`src/pdio_regs.vh`:
```
/*
 * constants for the digital i/o and counter card core: port widths, counter
 * modes, clock divider counts and reset values.
 * assumes a single 100 MHz system clock; included by the core only.
 */
`ifndef PDIO_REGS_VH
`define PDIO_REGS_VH

`define PDIO_PORT_W        16
`define PDIO_ID_W          4
`define PDIO_CNT_W         16
`define PDIO_SEL_W         2
`define PDIO_SEL_2MHZ      2'h0
`define PDIO_SEL_1MHZ      2'h1
`define PDIO_SEL_500KHZ    2'h2
`define PDIO_SEL_250KHZ    2'h3
`define PDIO_CLK_HZ        100000000
`define PDIO_BASE_HZ       4000000
`define PDIO_PRE_W         8
`define PDIO_PRE_4M        8'h19
`define PDIO_DEC_W         4
`define PDIO_DEC_LAST      4'h9
`define PDIO_ZERO16        16'h0000
`define PDIO_ONE16         16'h0001
`define PDIO_MODE_W        2
`define PDIO_MODE_EVENT    2'h0
`define PDIO_MODE_RATE     2'h1
`define PDIO_MODE_ONESHOT  2'h2

`endif

```
`src/pdio_card.v`:
```
/*
 * digital i/o and counter card core: two latched 16-bit outputs, two 16-bit
 * inputs with optional strobe latch, six 16-bit counters (three general, one
 * event, two cascaded pacer), selectable clock source with decade outputs,
 * card id and an active-low level interrupt request.
 * assumes all pins synchronous to clk; the host bridge decodes its own
 * accesses and presents write strobes and read data paths as plain ports.
 */
`timescale 1ns/10ps
`include "pdio_regs.vh"

// ===================================================================
// counter channel
// ===================================================================
module pdio_counter (
    input  wire                      clk,
    input  wire                      reset_n,
    input  wire                      tick,
    input  wire                      gate,
    input  wire [`PDIO_MODE_W-1:0]   mode,
    input  wire                      load,
    input  wire [`PDIO_CNT_W-1:0]    load_value,
    output reg  [`PDIO_CNT_W-1:0]    count,
    output reg                       out
);
    reg [`PDIO_CNT_W-1:0] reload;
    reg                   armed;

    always @(posedge clk) begin
        if (!reset_n) begin
            count  <= `PDIO_ZERO16;
            reload <= `PDIO_ZERO16;
            out    <= 1'b0;
            armed  <= 1'b0;
        end else if (load) begin
            count  <= load_value;
            reload <= load_value;
            out    <= 1'b0;
            armed  <= 1'b1;
        end else if (tick && gate && armed) begin
            // terminal count: rate mode reloads and pulses, others stop high
            if (count == `PDIO_ONE16) begin
                out <= 1'b1;
                if (mode == `PDIO_MODE_RATE) begin
                    count <= reload;
                end else begin
                    count <= `PDIO_ZERO16;
                    armed <= 1'b0;
                end
            end else begin
                count <= count - `PDIO_ONE16;
                if (mode == `PDIO_MODE_RATE)
                    out <= 1'b0;
            end
        end else if (mode == `PDIO_MODE_RATE && tick) begin
            out <= 1'b0;
        end
    end
endmodule

// ===================================================================
// top level
// ===================================================================
// Summary of operation
// - all digital outputs except int_n are driven low while host reset is low.
// - input reads are blocked during reset, enabled once reset returns high.
// - an external strobe captures input pins into a latch read by host.
// - with strobe unused, live input pins pass straight through to reads.
// - two 16-bit input ports and two 16-bit output ports.
// - three general 16-bit counters for measurement, counting and pulses.
// - event channel counts external pulses, output raises event trigger at count.
// - two cascaded 16-bit stages on 4 MHz form the 32-bit pacer trigger.
// - base clock 2M/1M/500k/250k with divide-by-10 and -100 outputs on pads.
// - a 4-bit switch card id is readable by host software.
// - interrupt output active-low level from three equal-priority triggers.
module pdio_card (
    input  wire                        clk,
    input  wire                        reset_n,
    input  wire                        out_lo_we,
    input  wire                        out_hi_we,
    input  wire [`PDIO_PORT_W-1:0]     out_wdata,
    output reg  [`PDIO_PORT_W-1:0]     out_lo_pins,
    output reg  [`PDIO_PORT_W-1:0]     out_hi_pins,
    input  wire [`PDIO_PORT_W-1:0]     in_lo_pins,
    input  wire [`PDIO_PORT_W-1:0]     in_hi_pins,
    input  wire                        strobe_enable,
    input  wire                        strobe,
    output reg  [`PDIO_PORT_W-1:0]     in_lo_rdata,
    output reg  [`PDIO_PORT_W-1:0]     in_hi_rdata,
    input  wire [`PDIO_ID_W-1:0]       card_id_switch,
    output reg  [`PDIO_ID_W-1:0]       card_id,
    input  wire [`PDIO_SEL_W-1:0]      clock_select_jumper,
    output reg  [2:0]                  clock_output_pads,
    input  wire [5:0]                  cnt_load,
    input  wire [`PDIO_CNT_W-1:0]      cnt_load_value,
    input  wire [`PDIO_MODE_W*3-1:0]   gp_mode,
    input  wire [2:0]                  gp_clk_in,
    input  wire [2:0]                  gp_gate,
    output wire [2:0]                  gp_out,
    output wire [`PDIO_CNT_W*3-1:0]    gp_count,
    input  wire                        event_in,
    input  wire                        external_irq_source,
    output wire                        event_irq_source,
    output wire                        timer_irq_source,
    output wire [`PDIO_CNT_W-1:0]      event_count,
    output wire                        int_n
);
    // ===============================================================
    // output ports
    // ===============================================================
    always @(posedge clk) begin
        if (!reset_n) begin
            out_lo_pins <= `PDIO_ZERO16;
            out_hi_pins <= `PDIO_ZERO16;
        end else begin
            if (out_lo_we)
                out_lo_pins <= out_wdata;
            if (out_hi_we)
                out_hi_pins <= out_wdata;
        end
    end

    // ===============================================================
    // input ports
    // ===============================================================
    reg [`PDIO_PORT_W-1:0] latch_lo;
    reg [`PDIO_PORT_W-1:0] latch_hi;
    reg                    strobe_d;

    always @(posedge clk) begin
        if (!reset_n) begin
            latch_lo    <= `PDIO_ZERO16;
            latch_hi    <= `PDIO_ZERO16;
            strobe_d    <= 1'b0;
            in_lo_rdata <= `PDIO_ZERO16;
            in_hi_rdata <= `PDIO_ZERO16;
            card_id     <= 4'h0;
        end else begin
            strobe_d <= strobe;
            card_id  <= card_id_switch;
            if (strobe && !strobe_d) begin
                latch_lo <= in_lo_pins;
                latch_hi <= in_hi_pins;
            end
            // strobe unused means the read path is transparent
            in_lo_rdata <= strobe_enable ? latch_lo : in_lo_pins;
            in_hi_rdata <= strobe_enable ? latch_hi : in_hi_pins;
        end
    end

    // ===============================================================
    // 4 MHz base and selectable clock source
    // ===============================================================
    reg [`PDIO_PRE_W-1:0] pre;
    reg [1:0]             base_div;
    reg [`PDIO_DEC_W-1:0] dec10;
    reg [`PDIO_DEC_W-1:0] dec100;
    wire                  tick_4m = (pre == `PDIO_PRE_4M - 8'h01);
    wire                  tick_1m = tick_4m && (base_div == 2'h3);
    reg [1:0]             slow_div;
    reg                   sel_tick;

    // pads toggle, so the selected tick must run at twice the pad frequency
    always @* begin
        case (clock_select_jumper)
            `PDIO_SEL_2MHZ:   sel_tick = tick_4m;
            `PDIO_SEL_1MHZ:   sel_tick = tick_4m && base_div[0];
            `PDIO_SEL_500KHZ: sel_tick = tick_1m;
            default:          sel_tick = tick_1m && slow_div[0];
        endcase
    end

    wire      wrap10  = sel_tick && (dec10 == `PDIO_DEC_LAST);
    wire      wrap100 = wrap10 && (dec100 == `PDIO_DEC_LAST);

    always @(posedge clk) begin
        if (!reset_n) begin
            pre               <= 8'h00;
            base_div          <= 2'h0;
            slow_div          <= 2'h0;
            dec10             <= 4'h0;
            dec100            <= 4'h0;
            clock_output_pads <= 3'h0;
        end else begin
            pre <= tick_4m ? 8'h00 : pre + 8'h01;
            if (tick_4m)
                base_div <= base_div + 2'h1;
            if (tick_1m)
                slow_div <= slow_div + 2'h1;
            if (sel_tick) begin
                clock_output_pads[0] <= ~clock_output_pads[0];
                dec10 <= (dec10 == `PDIO_DEC_LAST) ? 4'h0 : dec10 + 4'h1;
            end
            if (wrap10) begin
                clock_output_pads[1] <= ~clock_output_pads[1];
                dec100 <= (dec100 == `PDIO_DEC_LAST) ? 4'h0 : dec100 + 4'h1;
            end
            if (wrap100)
                clock_output_pads[2] <= ~clock_output_pads[2];
        end
    end

    // ===============================================================
    // counters: edges on slow pins become one-cycle ticks
    // ===============================================================
    reg [2:0] gp_clk_d;
    reg       event_d;
    always @(posedge clk) begin
        if (!reset_n) begin
            gp_clk_d <= 3'h0;
            event_d  <= 1'b0;
        end else begin
            gp_clk_d <= gp_clk_in;
            event_d  <= event_in;
        end
    end
    wire [2:0] gp_tick = gp_clk_in & ~gp_clk_d;

    genvar g;
    generate
        for (g = 0; g < 3; g = g + 1) begin : gp
            pdio_counter u_cnt (
                .clk        (clk),
                .reset_n    (reset_n),
                .tick       (gp_tick[g]),
                .gate       (gp_gate[g]),
                .mode       (gp_mode[g*`PDIO_MODE_W +: `PDIO_MODE_W]),
                .load       (cnt_load[g]),
                .load_value (cnt_load_value),
                .count      (gp_count[g*`PDIO_CNT_W +: `PDIO_CNT_W]),
                .out        (gp_out[g])
            );
        end
    endgenerate

    pdio_counter u_event (
        .clk        (clk),
        .reset_n    (reset_n),
        .tick       (event_in && !event_d),
        .gate       (1'b1),
        .mode       (`PDIO_MODE_EVENT),
        .load       (cnt_load[3]),
        .load_value (cnt_load_value),
        .count      (event_count),
        .out        (event_irq_source)
    );

    wire [`PDIO_CNT_W-1:0] pacer_lo_count;
    wire                   pacer_lo_out;
    reg                    pacer_lo_d;
    always @(posedge clk) begin
        if (!reset_n)
            pacer_lo_d <= 1'b0;
        else
            pacer_lo_d <= pacer_lo_out;
    end

    pdio_counter pacer_low_stage (
        .clk        (clk),
        .reset_n    (reset_n),
        .tick       (tick_4m),
        .gate       (1'b1),
        .mode       (`PDIO_MODE_RATE),
        .load       (cnt_load[4]),
        .load_value (cnt_load_value),
        .count      (pacer_lo_count),
        .out        (pacer_lo_out)
    );

    pdio_counter pacer_high_stage (
        .clk        (clk),
        .reset_n    (reset_n),
        .tick       (pacer_lo_out && !pacer_lo_d),
        .gate       (1'b1),
        .mode       (`PDIO_MODE_RATE),
        .load       (cnt_load[5]),
        .load_value (cnt_load_value),
        .count      (),
        .out        (timer_irq_source)
    );

    // ===============================================================
    // interrupt request
    // ===============================================================
    // gating lives in the host bridge, inversion is done here; all three share one level
    assign int_n = ~(external_irq_source | event_irq_source | timer_irq_source);
endmodule

```
`config.mk`:
```
export PLATFORM = sky130hd
export DESIGN_NAME = pdio_card
export DESIGN_NICKNAME = d
export VERILOG_FILES = /design/src/pdio_card.v
export VERILOG_INCLUDE_DIRS = /design/src
export SDC_FILE = /design/constraint.sdc
export NUM_CORES = 1
export LEC_CHECK = 0
export BUFFER_PORTS_ARGS = -buffer_cell sky130_fd_sc_hd__clkbuf_2
export CAP_MARGIN = 5
export CORE_MARGIN = 4
export CORE_UTILIZATION = 42
export CTS_BUF_LIST = sky130_fd_sc_hd__clkbuf_8
export CTS_CLUSTER_SIZE = 24
export DETAILED_ROUTE_END_ITERATION = 7
export HOLD_SLACK_MARGIN = 0.03
export MAX_ROUTING_LAYER = met4
export PLACE_DENSITY = 0.59
export SLEW_MARGIN = 20
export SYNTH_ARGS = -nofsm -noshare
export SYNTH_HDL_FRONTEND = slang
export SYNTH_SLANG_ARGS = --single-unit
```
`constraint.sdc`:
```
create_clock -name clk -period 2.91 [get_ports clk]
set_input_delay 0 -clock clk [delete_from_list [all_inputs] [get_ports clk]]
set_output_delay 0 -clock clk [all_outputs]
set_load 0.01 [all_outputs]
```
== After elaboration in Yosys (flattened, before gate mapping) ==
Index checks and enable logic that the tools add are counted.

* Bits in writable memories: 0
* Latch bits: 0
* Register bits after elaboration: 317
* Memories: 0
* Input port bits: 96
* Bits in read-only memories: 0

* Equality and inequality tests: 21
* $add $sub $neg: 11
* Bitwise logic cells: 9
* Reductions and logical operators: 54
* Div/mod/pow operators: 0
* Shifts and indexed selects: 0
* Multiplexer cells: 59
* Multipliers: 0
* Magnitude comparators: 0

{| class="wikitable"
|+ Operators by type and width
! cell !! number
|-
| 16-bit 2-to-1 mux || 23
|-
| 16-bit by 1-bit equality test with 1-bit output, second input constant || 6
|-
| 16-bit by 1-bit subtractor with 16-bit output, second input constant || 6
|-
| 1-bit 2-to-1 mux || 33
|-
| 2-bit nonzero test || 15
|-
| 1-bit logical AND || 20
|-
| 2-bit OR reduction || 7
|-
| 2-bit AND reduction || 5
|-
| 3-bit inequality test, second input constant || 3
|-
| 3-bit AND reduction || 3
|-
| 4-bit by 1-bit adder with 4-bit output, second input constant || 2
|-
| 8-bit by 1-bit adder with 8-bit output, second input constant || 1
|-
| 2-bit by 1-bit equality test with 1-bit output, second input constant || 4
|-
| 4-bit equality test, second input constant || 2
|-
| 8-bit by 5-bit equality test with 1-bit output, second input constant || 1
|-
| 4-bit 2-to-1 mux || 2
|-
| 2-bit inequality test, second input constant || 3
|-
| 1-bit NOT || 5
|-
| 2-bit by 1-bit adder with 2-bit output, second input constant || 2
|-
| 2-bit equality test, second input constant || 2
|-
| 3-bit AND || 1
|-
| 1-bit logical NOT || 3
|-
| 3-bit NOT || 1
|-
| 1-bit case mux with 3 select lines || 1
|-
| other kinds (2) || 3
|}

== Depth between registers and ports, before layout ==
Gate-level depths: netlist (run 1).

* Word-level depth: 6
* Mapped depth: 9

== Hierarchy ==
From an unflattened synthesis (run 1), not the netlist that was laid out.

* Cells, all modules: 1,857
* Area, all modules: 16,193.0 um^2

{| class="wikitable"
|+ Modules (own cells, without submodules)
! module !! sequential area each (um^2) !! instances !! cells each !! area each (um^2)
|-
| pdio_counter (gp[0].u_cnt ...) || 680.7 || 4 || 224 || 1,921.8
|-
| pdio_card || 2,562.5 || 1 || 495 || 4,692.0
|-
| pdio_counter (pacer_low_stage ...) || 680.7 || 2 || 233 || 1,906.8
|}

== Worst setup path before layout (run 1) ==
No wires, ideal clock.

* Kind: register to register
* Start point: register gp[2].u_cnt.count[0]
* End point: register gp[2].u_cnt.count[0]
* Data required time: 2,795 ps
* Library setup time: 115 ps
* Data arrival time: 1,967 ps
* Setup slack: 829 ps
* Period minus slack after synthesis: 2,081 ps
* Stages on the path, launching flop included: 7
* Cells stage by stage: dfxtp_1 -> ha_1 -> or4b_1 -> or4_4 -> nand3_1 -> a31oi_1 -> o21a_1

* Longest elaborated chain between the ends: 4

{| class="wikitable"
|+ Ends and longest elaborated chain
! what !! line !! text
|-
| start: declaration || pdio_card.v:23 || <nowiki>output reg [`PDIO_CNT_W-1:0] count,</nowiki>
|-
| start signal: assignment || pdio_card.v:31 || <nowiki>count <= `PDIO_ZERO16;</nowiki>
|-
| start signal: assignment || pdio_card.v:36 || <nowiki>count <= load_value;</nowiki>
|-
| start signal: assignment || pdio_card.v:45 || <nowiki>count <= reload;</nowiki>
|-
| 16-bit by 1-bit subtractor with 16-bit output (no source line) / 16-bit by 1-bit equality test with 1-bit output (equally long branches) || n/a ||
|-
| 16-bit 2-to-1 mux (*) || pdio_card.v:42 || <nowiki>if (count == `PDIO_ONE16) begin</nowiki>
|-
| 16-bit 2-to-1 mux (*) || pdio_card.v:40 || <nowiki>end else if (tick && gate && armed) begin</nowiki>
|-
| 16-bit 2-to-1 mux (*) || pdio_card.v:35 || <nowiki>end else if (load) begin</nowiki>
|}

Mark *: on every way between the ends. The rest lies on a longest branch, timed or not. The select of a mux whose other input is x is not followed.
A chain may end at the register's enable or synchronous reset.

== Worst setup path in the final report (run 1) ==
* Start point: register gp[2].u_cnt.count[7]
* End point: register gp[2].u_cnt.count[10]

The elaborated chain is that of the path after synthesis.

==> results.cfg, run 1 <==
[logic_synthesis]
synth_top_area_share = 0.428
synth-xor-area-share = 0.0296
syn-cell-area_sq_um = 14800
avgSynthCellArea_sq_um = 8.49
synth_compound_area_frac = 0.164
synth_top_area_cell = dfxtp_1
syn-instance-count = 1742
synth_adder_area_share = 0.0127
async_reset_ff_frac = 0
yosys.area_share.simple = 0.220
synth.area.mux_share = 0.102
synth_cell_type_count = 81
synth_area_leaders = dfxtp_1, mux2i_1, nor2_1
synth-edff-count = 0
yosys_warnings = 0
synth_top_family_by_area = simple AND/OR/NAND/NOR gates
synth_seq_cells = 316
synthFlopType = dfxtp_1
synthesis.nets = 1853
ys_seq_area_frac = 0.428

[pwr]
irDropWorstVdd_uv = 359
powerDensity_nw_per_um2 = 571
p_leak_nw = 7.89
p_total_mw = 10.6

[floorplanning]
core-area_sq_um = 34600
dieArea_sq_um = 38300
rows = 68
start_util = 0.427
die_w_um = 196
die_y_um = 196
ioPinCount = 237

[clock_tree]
htree_levels = 2
cts-root-buf = clkbuf_8
numCtsBuffers = 55
clock_sinks = 316
cts_tree = done
cts_setup_buffers = 0
clkTransAtPathRegs_ns = 0.06
clockBufferDepth = 3
worstSkewPairLatency_ns = 0.64

[timing]
fmax_mhz = 368
rsz0062_at_grt = false
fin_skew_ns = 0.0249
layout_min_cycle_time_ns = 2.72
relSlewSlack = 0.328
hold_viol = 0
holdWs_ns = 0.115
worst_slew_pin_slew_ns = 1.01
tns_ns = 0
period_share = 0.934
setup_viol = 0
timing_max_transition_violations_final = 0

[routing]
wl_per_cell_um = 17.6
drt_wl_total_um = 44900
ant_nets = 0
first_pass_iters = 5
drtIter0Drc = 872
drc = 0
vias_per_cell = 5.51
num_vias = 14062

[setup_path]
r2r-start = gp[2].u_cnt.count[7]
crit_family = simple AND/OR/NAND/NOR gates
critPathSlowestCell = or4_1
worstPathArrival_ns = 3.30
start_kind = flip-flop
regToRegEndpoint = gp[2].u_cnt.count[10]
cp_cell_sequence = or4_1 -> nor4_4 -> buf_6 -> and3_1 -> a21oi_1 -> o31ai_2 -> dlygate4sd3_1
slowest_delay_ns = 0.72
worstPathRequired_ns = 3.49
path_class = flip-flop to flip-flop
end_kind = flip-flop
crit_buf_inv = 2
r2r_cells = 7
cp_max_fo = 29
ff2ff_setup_slack_ns = 0.19

[global_route]
grt_pass1_wl_um = 73400
antenna_found_initial = 1
grt_usage = 0.235
grt_pass1_vias = 13791
global_route.overflow_total = 0
grt_max_degree = 87

[placed_design]
numPortBuffers = 236
dp_hpwl_um = 28500
gp_congestion = 0.878
placed_area_sq_um = 16200

[layout]
area_growth_pct = 25.9
final_layout_size_suffix_gt1_frac = 0.183
nets = 2165
diodes = 0
stdcell_area_sq_um = 18600
fillCellCount = 3241

[outcome]
outcome = finished clean

[hold_path]
holdPathStages = 3
min_from = card_id_switch[0]
hold_class = input port to flip-flop
hold-path-endpoint = card_id[0]

[flow_run]
maxCapViolations = 0
[synthesized netlist by cell type, types with 24 or more instances]
cell,instances
mux2i_1,145
nand2_1,183
a21oi_1,123
dfxtp_1,316
nor2_1,235
clkbuf_1,104
inv_1,32
xnor2_1,36
o21ai_1,24
o21ai_0,56
nor3_1,37
nand3_1,51
[worst max-delay path by stage]
stage	from	endpoint	slack, ns	cells after the start
final	gp[2].u_cnt.count[7]	gp[2].u_cnt.count[10]	0.19	7
after global routing	gp[2].u_cnt.count[0]	gp[2].u_cnt.count[10]	0.03	8
after CTS	gp[2].u_cnt.count[0]	gp[2].u_cnt.count[10]	0.15	8
after detailed placement	gp[2].u_cnt.count[7]	gp[2].u_cnt.count[14]	0.57	6
after global placement	gp[2].u_cnt.count[7]	gp[2].u_cnt.count[11]	0.61	6
after floorplan	gp[2].u_cnt.count[0]	gp[2].u_cnt.count[0]	0.83	6
[power breakdown]
part | total (mW) | switching (mW) | leakage [nW] | internal [mW]
Sequential | 4.81 | 0.227 | 2.61 | 4.58
Combinational | 1.59 | 0.906 | 4.62 | 0.688
Clock | 4.23 | 1.90 | 0.664 | 2.34
[sequential cells by signal, summed over array words and instances, names as in the netlist, 2 cells and up]
signal	cells
base_div	2
card_id	4
clock_output_pads	3
dec10	4
dec100	4
gp.u_cnt.armed	3
gp.u_cnt.count	48
gp.u_cnt.out	3
gp.u_cnt.reload	48
gp_clk_d	3
in_hi_rdata	16
in_lo_rdata	16
latch_hi	16
latch_lo	16
out_hi_pins	16
out_lo_pins	16
pacer_high_stage.count	16
pacer_high_stage.reload	16
pacer_low_stage.count	16
pacer_low_stage.reload	16
pre	8
u_event.count	16
[cells by family (layout without fill, tap and decap cells)]
family | Yosys count | count (layout)
XOR/XNOR | 50 | 50
AND/OR/NAND/NOR | 668 | 668
AO/OA/AOI/OAI | 379 | 379
adder cells (fa/ha/maj) | 15 | 15
multiplexers | 150 | 150
buffers and inverters | 164 | 520
flip-flops | 316 | 316
[through the flow]
stage / setup WS [ns] / util / std cells
after floorplan: 0.829 / - / 1742
after global placement: 0.606 / 0.469 / 2332
after detailed placement: 0.568 / 0.469 / 2332
after CTS: 0.145 / 0.538 / 2553
after global routing: 0.0279 / 0.538 / 2553
final: 0.191 / 0.538 / 2553
[placed cells by master, fill, tap and decap left out, types with 36 or more instances in the layout]
cell and n:
dfxtp_1 316, nor2_1 235, clkbuf_2 234, nand2_1 183, mux2i_1 145, a21oi_1 123, dlygate4sd3_1 120, clkbuf_8 73
o21ai_0 56, nand3_1 51, inv_1 46, nor3_1 37, xnor2_1 36
[worst reg2reg max path: stages, from the launching register on]
cell and delay (ns):
dfxtp_1 0.38, or4_1 0.72, nor4_4 0.34, buf_6 0.26, and3_1 0.20, a21oi_1 0.05
o31ai_2 0.17, dlygate4sd3_1 0.56
[area by class of cell]
cell class / count / area, sq um / share of cell area
well taps: 455 / 569 / 0.0306
clock buffers: 73 / 1000 / 0.0540
multi-input cells: 1262 / 7800 / 0.419
clock inverters: 28 / 165 / 0.00887
repair buffers: 385 / 2620 / 0.141
flip-flops and latches: 316 / 6330 / 0.340
inverters: 34 / 133 / 0.00712
[per-layer routing]
layer | track usage | vias up | wire [um]
met1 | 0.314 | 6634 | 20700
met3 | 0.0497 | 92 | 3040
li1 | - | 6852 | -
met2 | 0.360 | 484 | 19900
met4 | 0.0709 | 0 | 1250
met5 | - | - | 0
[what timing repair did]
action	4_1_cts	5_1_grt
hold buffers	120	0
hold endpoints to repair	289	0
resized for setup	0	1
endpoints found under the setup margin	0	1
Note: power is estimated with default switching activity, not from simulation.
==> run 2: changes to the inputs <==
- CORE_UTILIZATION: 42 -> 45
- CTS_CLUSTER_SIZE: 24 -> 28
- PLACE_DENSITY: 0.59 -> 0.63
==> run 2 against run 1 <==
  * Combinational power about the same
  * Critical path type unchanged
  * Cell count decreased by 1.3%
  * Register-to-register slack improved by 0.15 ns
  * Maximum frequency up 6.0%
  * Sequential share of layout area grew 0.44 points
  * Wire length down 1.7%
  * Flip-flop and latch count did not move
  * Die area down 6.4%
  * Critical path depth unchanged
==> results.cfg, run 2 (synthesis gave the netlist of run 1 again) <==
[outcome]
outcome = finished clean

[global_route]
grt_pass1_wl_um = 71300
antenna_found_initial = 1
grt_pass1_vias = 13609
grt_usage = 0.245
grt_max_degree = 103
global_route.overflow_total = 0

[setup_path]
crit_buf_inv = 1
start_kind = flip-flop
r2r-start = pacer_low_stage.count[0]
crit_family = simple AND/OR/NAND/NOR gates
end_kind = flip-flop
slowest_delay_ns = 0.56
cp_cell_sequence = ha_1 -> nor3b_1 -> and4_1 -> nand2_1 -> a21o_1 -> a31oi_1 -> dlygate4sd3_1
startpoint = pacer_low_stage.count[0]
cp_max_fo = 8
path_class = flip-flop to flip-flop
worstPathArrival_ns = 3.10
critPathSlowestCell = dlygate4sd3_1
worstPathRequired_ns = 3.45

[placed_design]
numPortBuffers = 236
dp_cells = 2318
placed_area_sq_um = 16200
gp_congestion = 0.936
dp_hpwl_um = 28100

[routing]
first_pass_iters = 5
ant_nets = 0
drtIter0Drc = 910
drc = 0
num_vias = 13906
vias_per_cell = 5.52
drt_wl_total_um = 44100
wl_per_cell_um = 17.5

[timing]
hold_viol = 0
rsz0062_at_grt = false
period_share = 0.882
setup_viol = 0
fin_skew_ns = 0.0263
fmax_mhz = 390
relSlewSlack = 0.216
tns_ns = 0
layout_min_cycle_time_ns = 2.57
worst_slew_pin_slew_ns = 1.18
timing_max_transition_violations_final = 0

[pwr]
powerDensity_nw_per_um2 = 578
p_total_mw = 10.6
p_leak_nw = 7.81
irDropWorstVdd_uv = 357

[flow_run]
maxCapViolations = 0

[layout]
nets = 2141
area_growth_pct = 24.3
register_area_sq_um = 6330
fillCellCount = 3080
final_cell_mix = dfxtp_1, nor2_1, clkbuf_2
final_layout_size_suffix_gt1_frac = 0.183
fin_cells = 2519
multi_input_comb_area_sq_um = 7800
final_common_cell = dfxtp_1
stdcell_area_sq_um = 18400
top_regs = gp.u_cnt.count: 48 flops, gp.u_cnt.reload: 48 flops
final_core_util = 0.566

[hold_path]
hold_class = input port to flip-flop
min_from = out_hi_we

[clock_tree]
cts_tree = done
clockBufferDepth = 3
cts_resized = 0
numCtsBuffers = 54
clkTransAtPathRegs_ns = 0.06
worstSkewPairLatency_ns = 0.61
clock_sinks = 316
cts-root-buf = clkbuf_8
htree_levels = 2

[floorplanning]
start_util = 0.456
ioPinCount = 237
dieArea_sq_um = 35800
rows = 66
core-area_sq_um = 32500
die_w_um = 189
die_y_um = 189
## run 2: changes by cell type in the layout (fill, tap and decap cells not counted), sizes merged
cell / change
diode: +1
clkinvlp: +1
clkinv: -2
clkbuf: -3
dlygate4sd3: -22
inv: +4
bufinv: +2
buf: -2
## run 2: final cells by class
type,count,share of cell area
clock buffers,69,0.0517
clock inverters,33,0.0123
inverters,34,0.00722
multi-input cells,1262,0.425
diodes,1,0.000136
repair buffers,362,0.130
flip-flops and latches,316,0.344
well taps,442,0.0301
## run 2: report_power, final
group / switching [mW] / internal [mW] / leakage, nW / total [mW]
registers: 0.227 / 4.58 / 2.61 / 4.80
clock network: 1.85 / 2.40 / 0.674 / 4.26
logic: 0.902 / 0.667 / 4.53 / 1.57
total: 2.98 / 7.65 / 7.81 / 10.6
## run 2: layer usage
layer,part of all wire,global-route usage
met3,0.067,0.0454
met5,0,-
met4,0.018,0.0646
met2,0.45,0.387
met1,0.46,0.326
## run 2: repair_timing
| item | CTS | global route |
|---|---|---|
| endpoints found under the hold margin | 280 | 0 |
| endpoints found under the setup margin | 0 | 0 |
| buffers inserted | 0 | 0 |
| hold buffers | 98 | 0 |
## run 2: metrics by stage
step                setup slack (ns)  hold slack (ns)
finish                         0.345           0.0673
detailed placement             0.604            0.214
floorplan                      0.829           0.0467
CTS                            0.406           0.0333
global placement               0.628            0.204
global route                   0.117           0.0739
## run 2: tightest hold or removal path: stages
cell      delay, ns
clkbuf_2       0.34
mux2i_1        0.21
nor2_1         0.07
## run 2: worst paths after layout
kind / end / slack (ns) / cells after the start
setup / recovery: pacer_low_stage.count[7] / 0.34 / 7
setup reg to reg: pacer_low_stage.count[7] / 0.34 / 7
hold reg to reg: latch_lo[14] / 0.45 / 2
hold / removal: out_hi_pins[4] / 0.07 / 3
==> run 3: changes to the inputs <==
--- a/config.mk
+++ b/config.mk
@@ -17,4 +17,5 @@
 export MAX_ROUTING_LAYER = met4
 export PLACE_DENSITY = 0.63
+export SETUP_SLACK_MARGIN = 0.3
 export SLEW_MARGIN = 20
 export SYNTH_ARGS = -nofsm -noshare
==> constraint.sdc (replaced) <==
create_clock -name clk -period 2.91 [get_ports clk]
set_input_delay 0.1455 -clock clk [delete_from_list [all_inputs] [get_ports clk]]
set_output_delay 0.1455 -clock clk [all_outputs]
set_load 0.01 [all_outputs]
==> run 3 against run 2 <==
  * Hold slack better by 0.021 ns
  * Critical endpoint is now pacer_low_stage.count[3]
  * Sequential share of layout area is 0.85 points higher
  * Utilization is 1.4 points lower
  * Sequential power hardly changed
  * Largest cell class unchanged
  * Non-clock buffer count is 36 lower
  * Maximum frequency is 7.5% higher
  * Global-route usage is 0.46 points lower
  * Critical path type unchanged
  * Total power is 3.4% lower
==> results.cfg, run 3 (synthesis gave the netlist of run 1 again) <==
[outcome]
outcome = finished clean

[placed_design]
gp_congestion = 0.921
dp_cells = 2317
dp_hpwl_um = 28100
placed_area_sq_um = 16200
numPortBuffers = 236

[clock_tree]
htree_levels = 2
worstSkewPairLatency_ns = 0.57
clock_sinks = 316
numCtsBuffers = 54
clkTransAtPathRegs_ns = 0.06
clockBufferDepth = 3
cts-root-buf = clkbuf_8
cts_tree = done

[layout]
final_common_cell = dfxtp_1
final_layout_size_suffix_gt1_frac = 0.183
stdcell_area_sq_um = 17900
final_cell_mix = dfxtp_1, nor2_1, clkbuf_2
nets = 2105
area_growth_pct = 21.3
diodes = 0
final_core_util = 0.553
top_regs = gp.u_cnt.count: 48 flops, gp.u_cnt.reload: 48 flops
fin_cells = 2476
fillCellCount = 3052

[flow_run]
maxCapViolations = 0

[timing]
hold_viol = 0
tns_ns = 0
layout_min_cycle_time_ns = 2.39
rsz0062_at_grt = false
fin_skew_ns = 0.0166
period_share = 0.820
worst_slew_pin_slew_ns = 0.810
fmax_mhz = 419
setup_viol = 0
timing_max_transition_violations_final = 0
relSlewSlack = 0.455

[pwr]
power.share.sequential = 0.468
irDropWorstVdd_uv = 395
clockPowerShare = 0.384
swShare = 0.284
power.internal_mw = 7.36
p_comb_frac = 0.148
switching_power_mw = 2.91
powerDensity_nw_per_um2 = 573
p_leak_nw = 7.59

[setup_path]
cp_max_fo = 8
worstPathRequired_ns = 3.40
cp_cell_sequence = inv_1 -> ha_1 -> nor3b_1 -> and4_1 -> nor3_1 -> or4_1 -> a21oi_1
end_kind = flip-flop
crit_family = simple AND/OR/NAND/NOR gates
path_class = flip-flop to flip-flop
critPathSlowestCell = or4_1
worstPathArrival_ns = 2.88
slowest_delay_ns = 0.50
crit_buf_inv = 1
start_kind = flip-flop

[global_route]
antenna_found_initial = 0
grt_pass1_wl_um = 70500
global_route.overflow_total = 0
grt_usage = 0.240
grt_max_degree = 121
grt_pass1_vias = 13331

[routing]
drt_wl_total_um = 43400
vias_per_cell = 5.58
drc = 0
first_pass_iters = 5
drtIter0Drc = 988
wl_per_cell_um = 17.5
num_vias = 13825
ant_nets = 0

[floorplanning]
core-area_sq_um = 32500
ioPinCount = 237
dieArea_sq_um = 35800
rows = 66
die_y_um = 189
start_util = 0.456
die_w_um = 189

[hold_path]
hold_class = input port to flip-flop
[run 3: cell count changes in the layout (fill, tap and decap cells not counted), sizes merged]
cell         before  now
dlygate4sd3      98   63
clkbuf          304  305
diode             1    0
clkinv           10    6
buf              29   28
bufinv            3    0
[run 3: worst reg2reg max path, cell delays in order, from the launching register on]
cell     delay [ns]
dfxtp_1        0.34
inv_1          0.11
ha_1           0.15
nor3b_1        0.46
and4_1         0.49
nor3_1         0.10
or4_1          0.50
a21oi_1        0.16
[run 3: worst paths after layout]
check,startpoint,endpoint,slack [ns],cells past startpoint
worst max-delay path,pacer_low_stage.count[1],pacer_low_stage.count[3],0.52,7
worst min-delay path,cnt_load[0],gp[0].u_cnt.reload[9],0.09,4
worst max register to register,pacer_low_stage.count[1],pacer_low_stage.count[3],0.52,7
worst min register to register,latch_lo[3],latch_lo[3],0.45,2
[run 3: area by class of cell]
| cell class | instances | area [sq um] | share of cell area |
|---|---|---|---|
| Tap cell | 442 | 553 | 0.0308 |
| Timing Repair Buffer | 326 | 2040 | 0.114 |
| Sequential cell | 316 | 6330 | 0.353 |
| Multi-Input combinational cell | 1262 | 7800 | 0.435 |
| Clock buffer | 70 | 963 | 0.0537 |
| Clock inverter | 26 | 116 | 0.00649 |
| Inverter | 34 | 133 | 0.00739 |
[run 3: per-layer routing]
| layer | global-route usage | part of all wire |
|---|---|---|
| met3 | 0.0478 | 0.075 |
| met1 | 0.325 | 0.45 |
| met5 | - | 0 |
| met4 | 0.0657 | 0.023 |
| met2 | 0.370 | 0.45 |
[run 3: what timing repair did]
action	CTS	global route
setup endpoints to repair	0	1
buffers inserted	0	0
gates resized for setup	0	0
endpoints found under the hold margin	122	0
hold buffers	63	0
[run 3: power groups by stage]
stage | clock network (mW) | registers (mW) | logic (mW)
final | 3.94 | 4.81 | 1.52
after global routing | 4.25 | 4.84 | 1.69
after CTS | 4.06 | 4.80 | 1.52
after detailed placement | 0 | 4.89 | 1.45
after global placement | 0 | 4.88 | 1.43
after floorplan | 0 | 4.89 | 0.947
[run 3: stage by stage]
stage,setup WS [ns],power (mW),hold WS [ns]
2_1_floorplan,0.829,5.84,0.252
3_3_place_gp,0.698,6.31,0.350
3_5_place_dp,0.634,6.34,0.357
4_1_cts,0.568,10.4,0.0458
5_1_grt,0.305,10.8,0.0946
6_report,0.524,10.3,0.0882
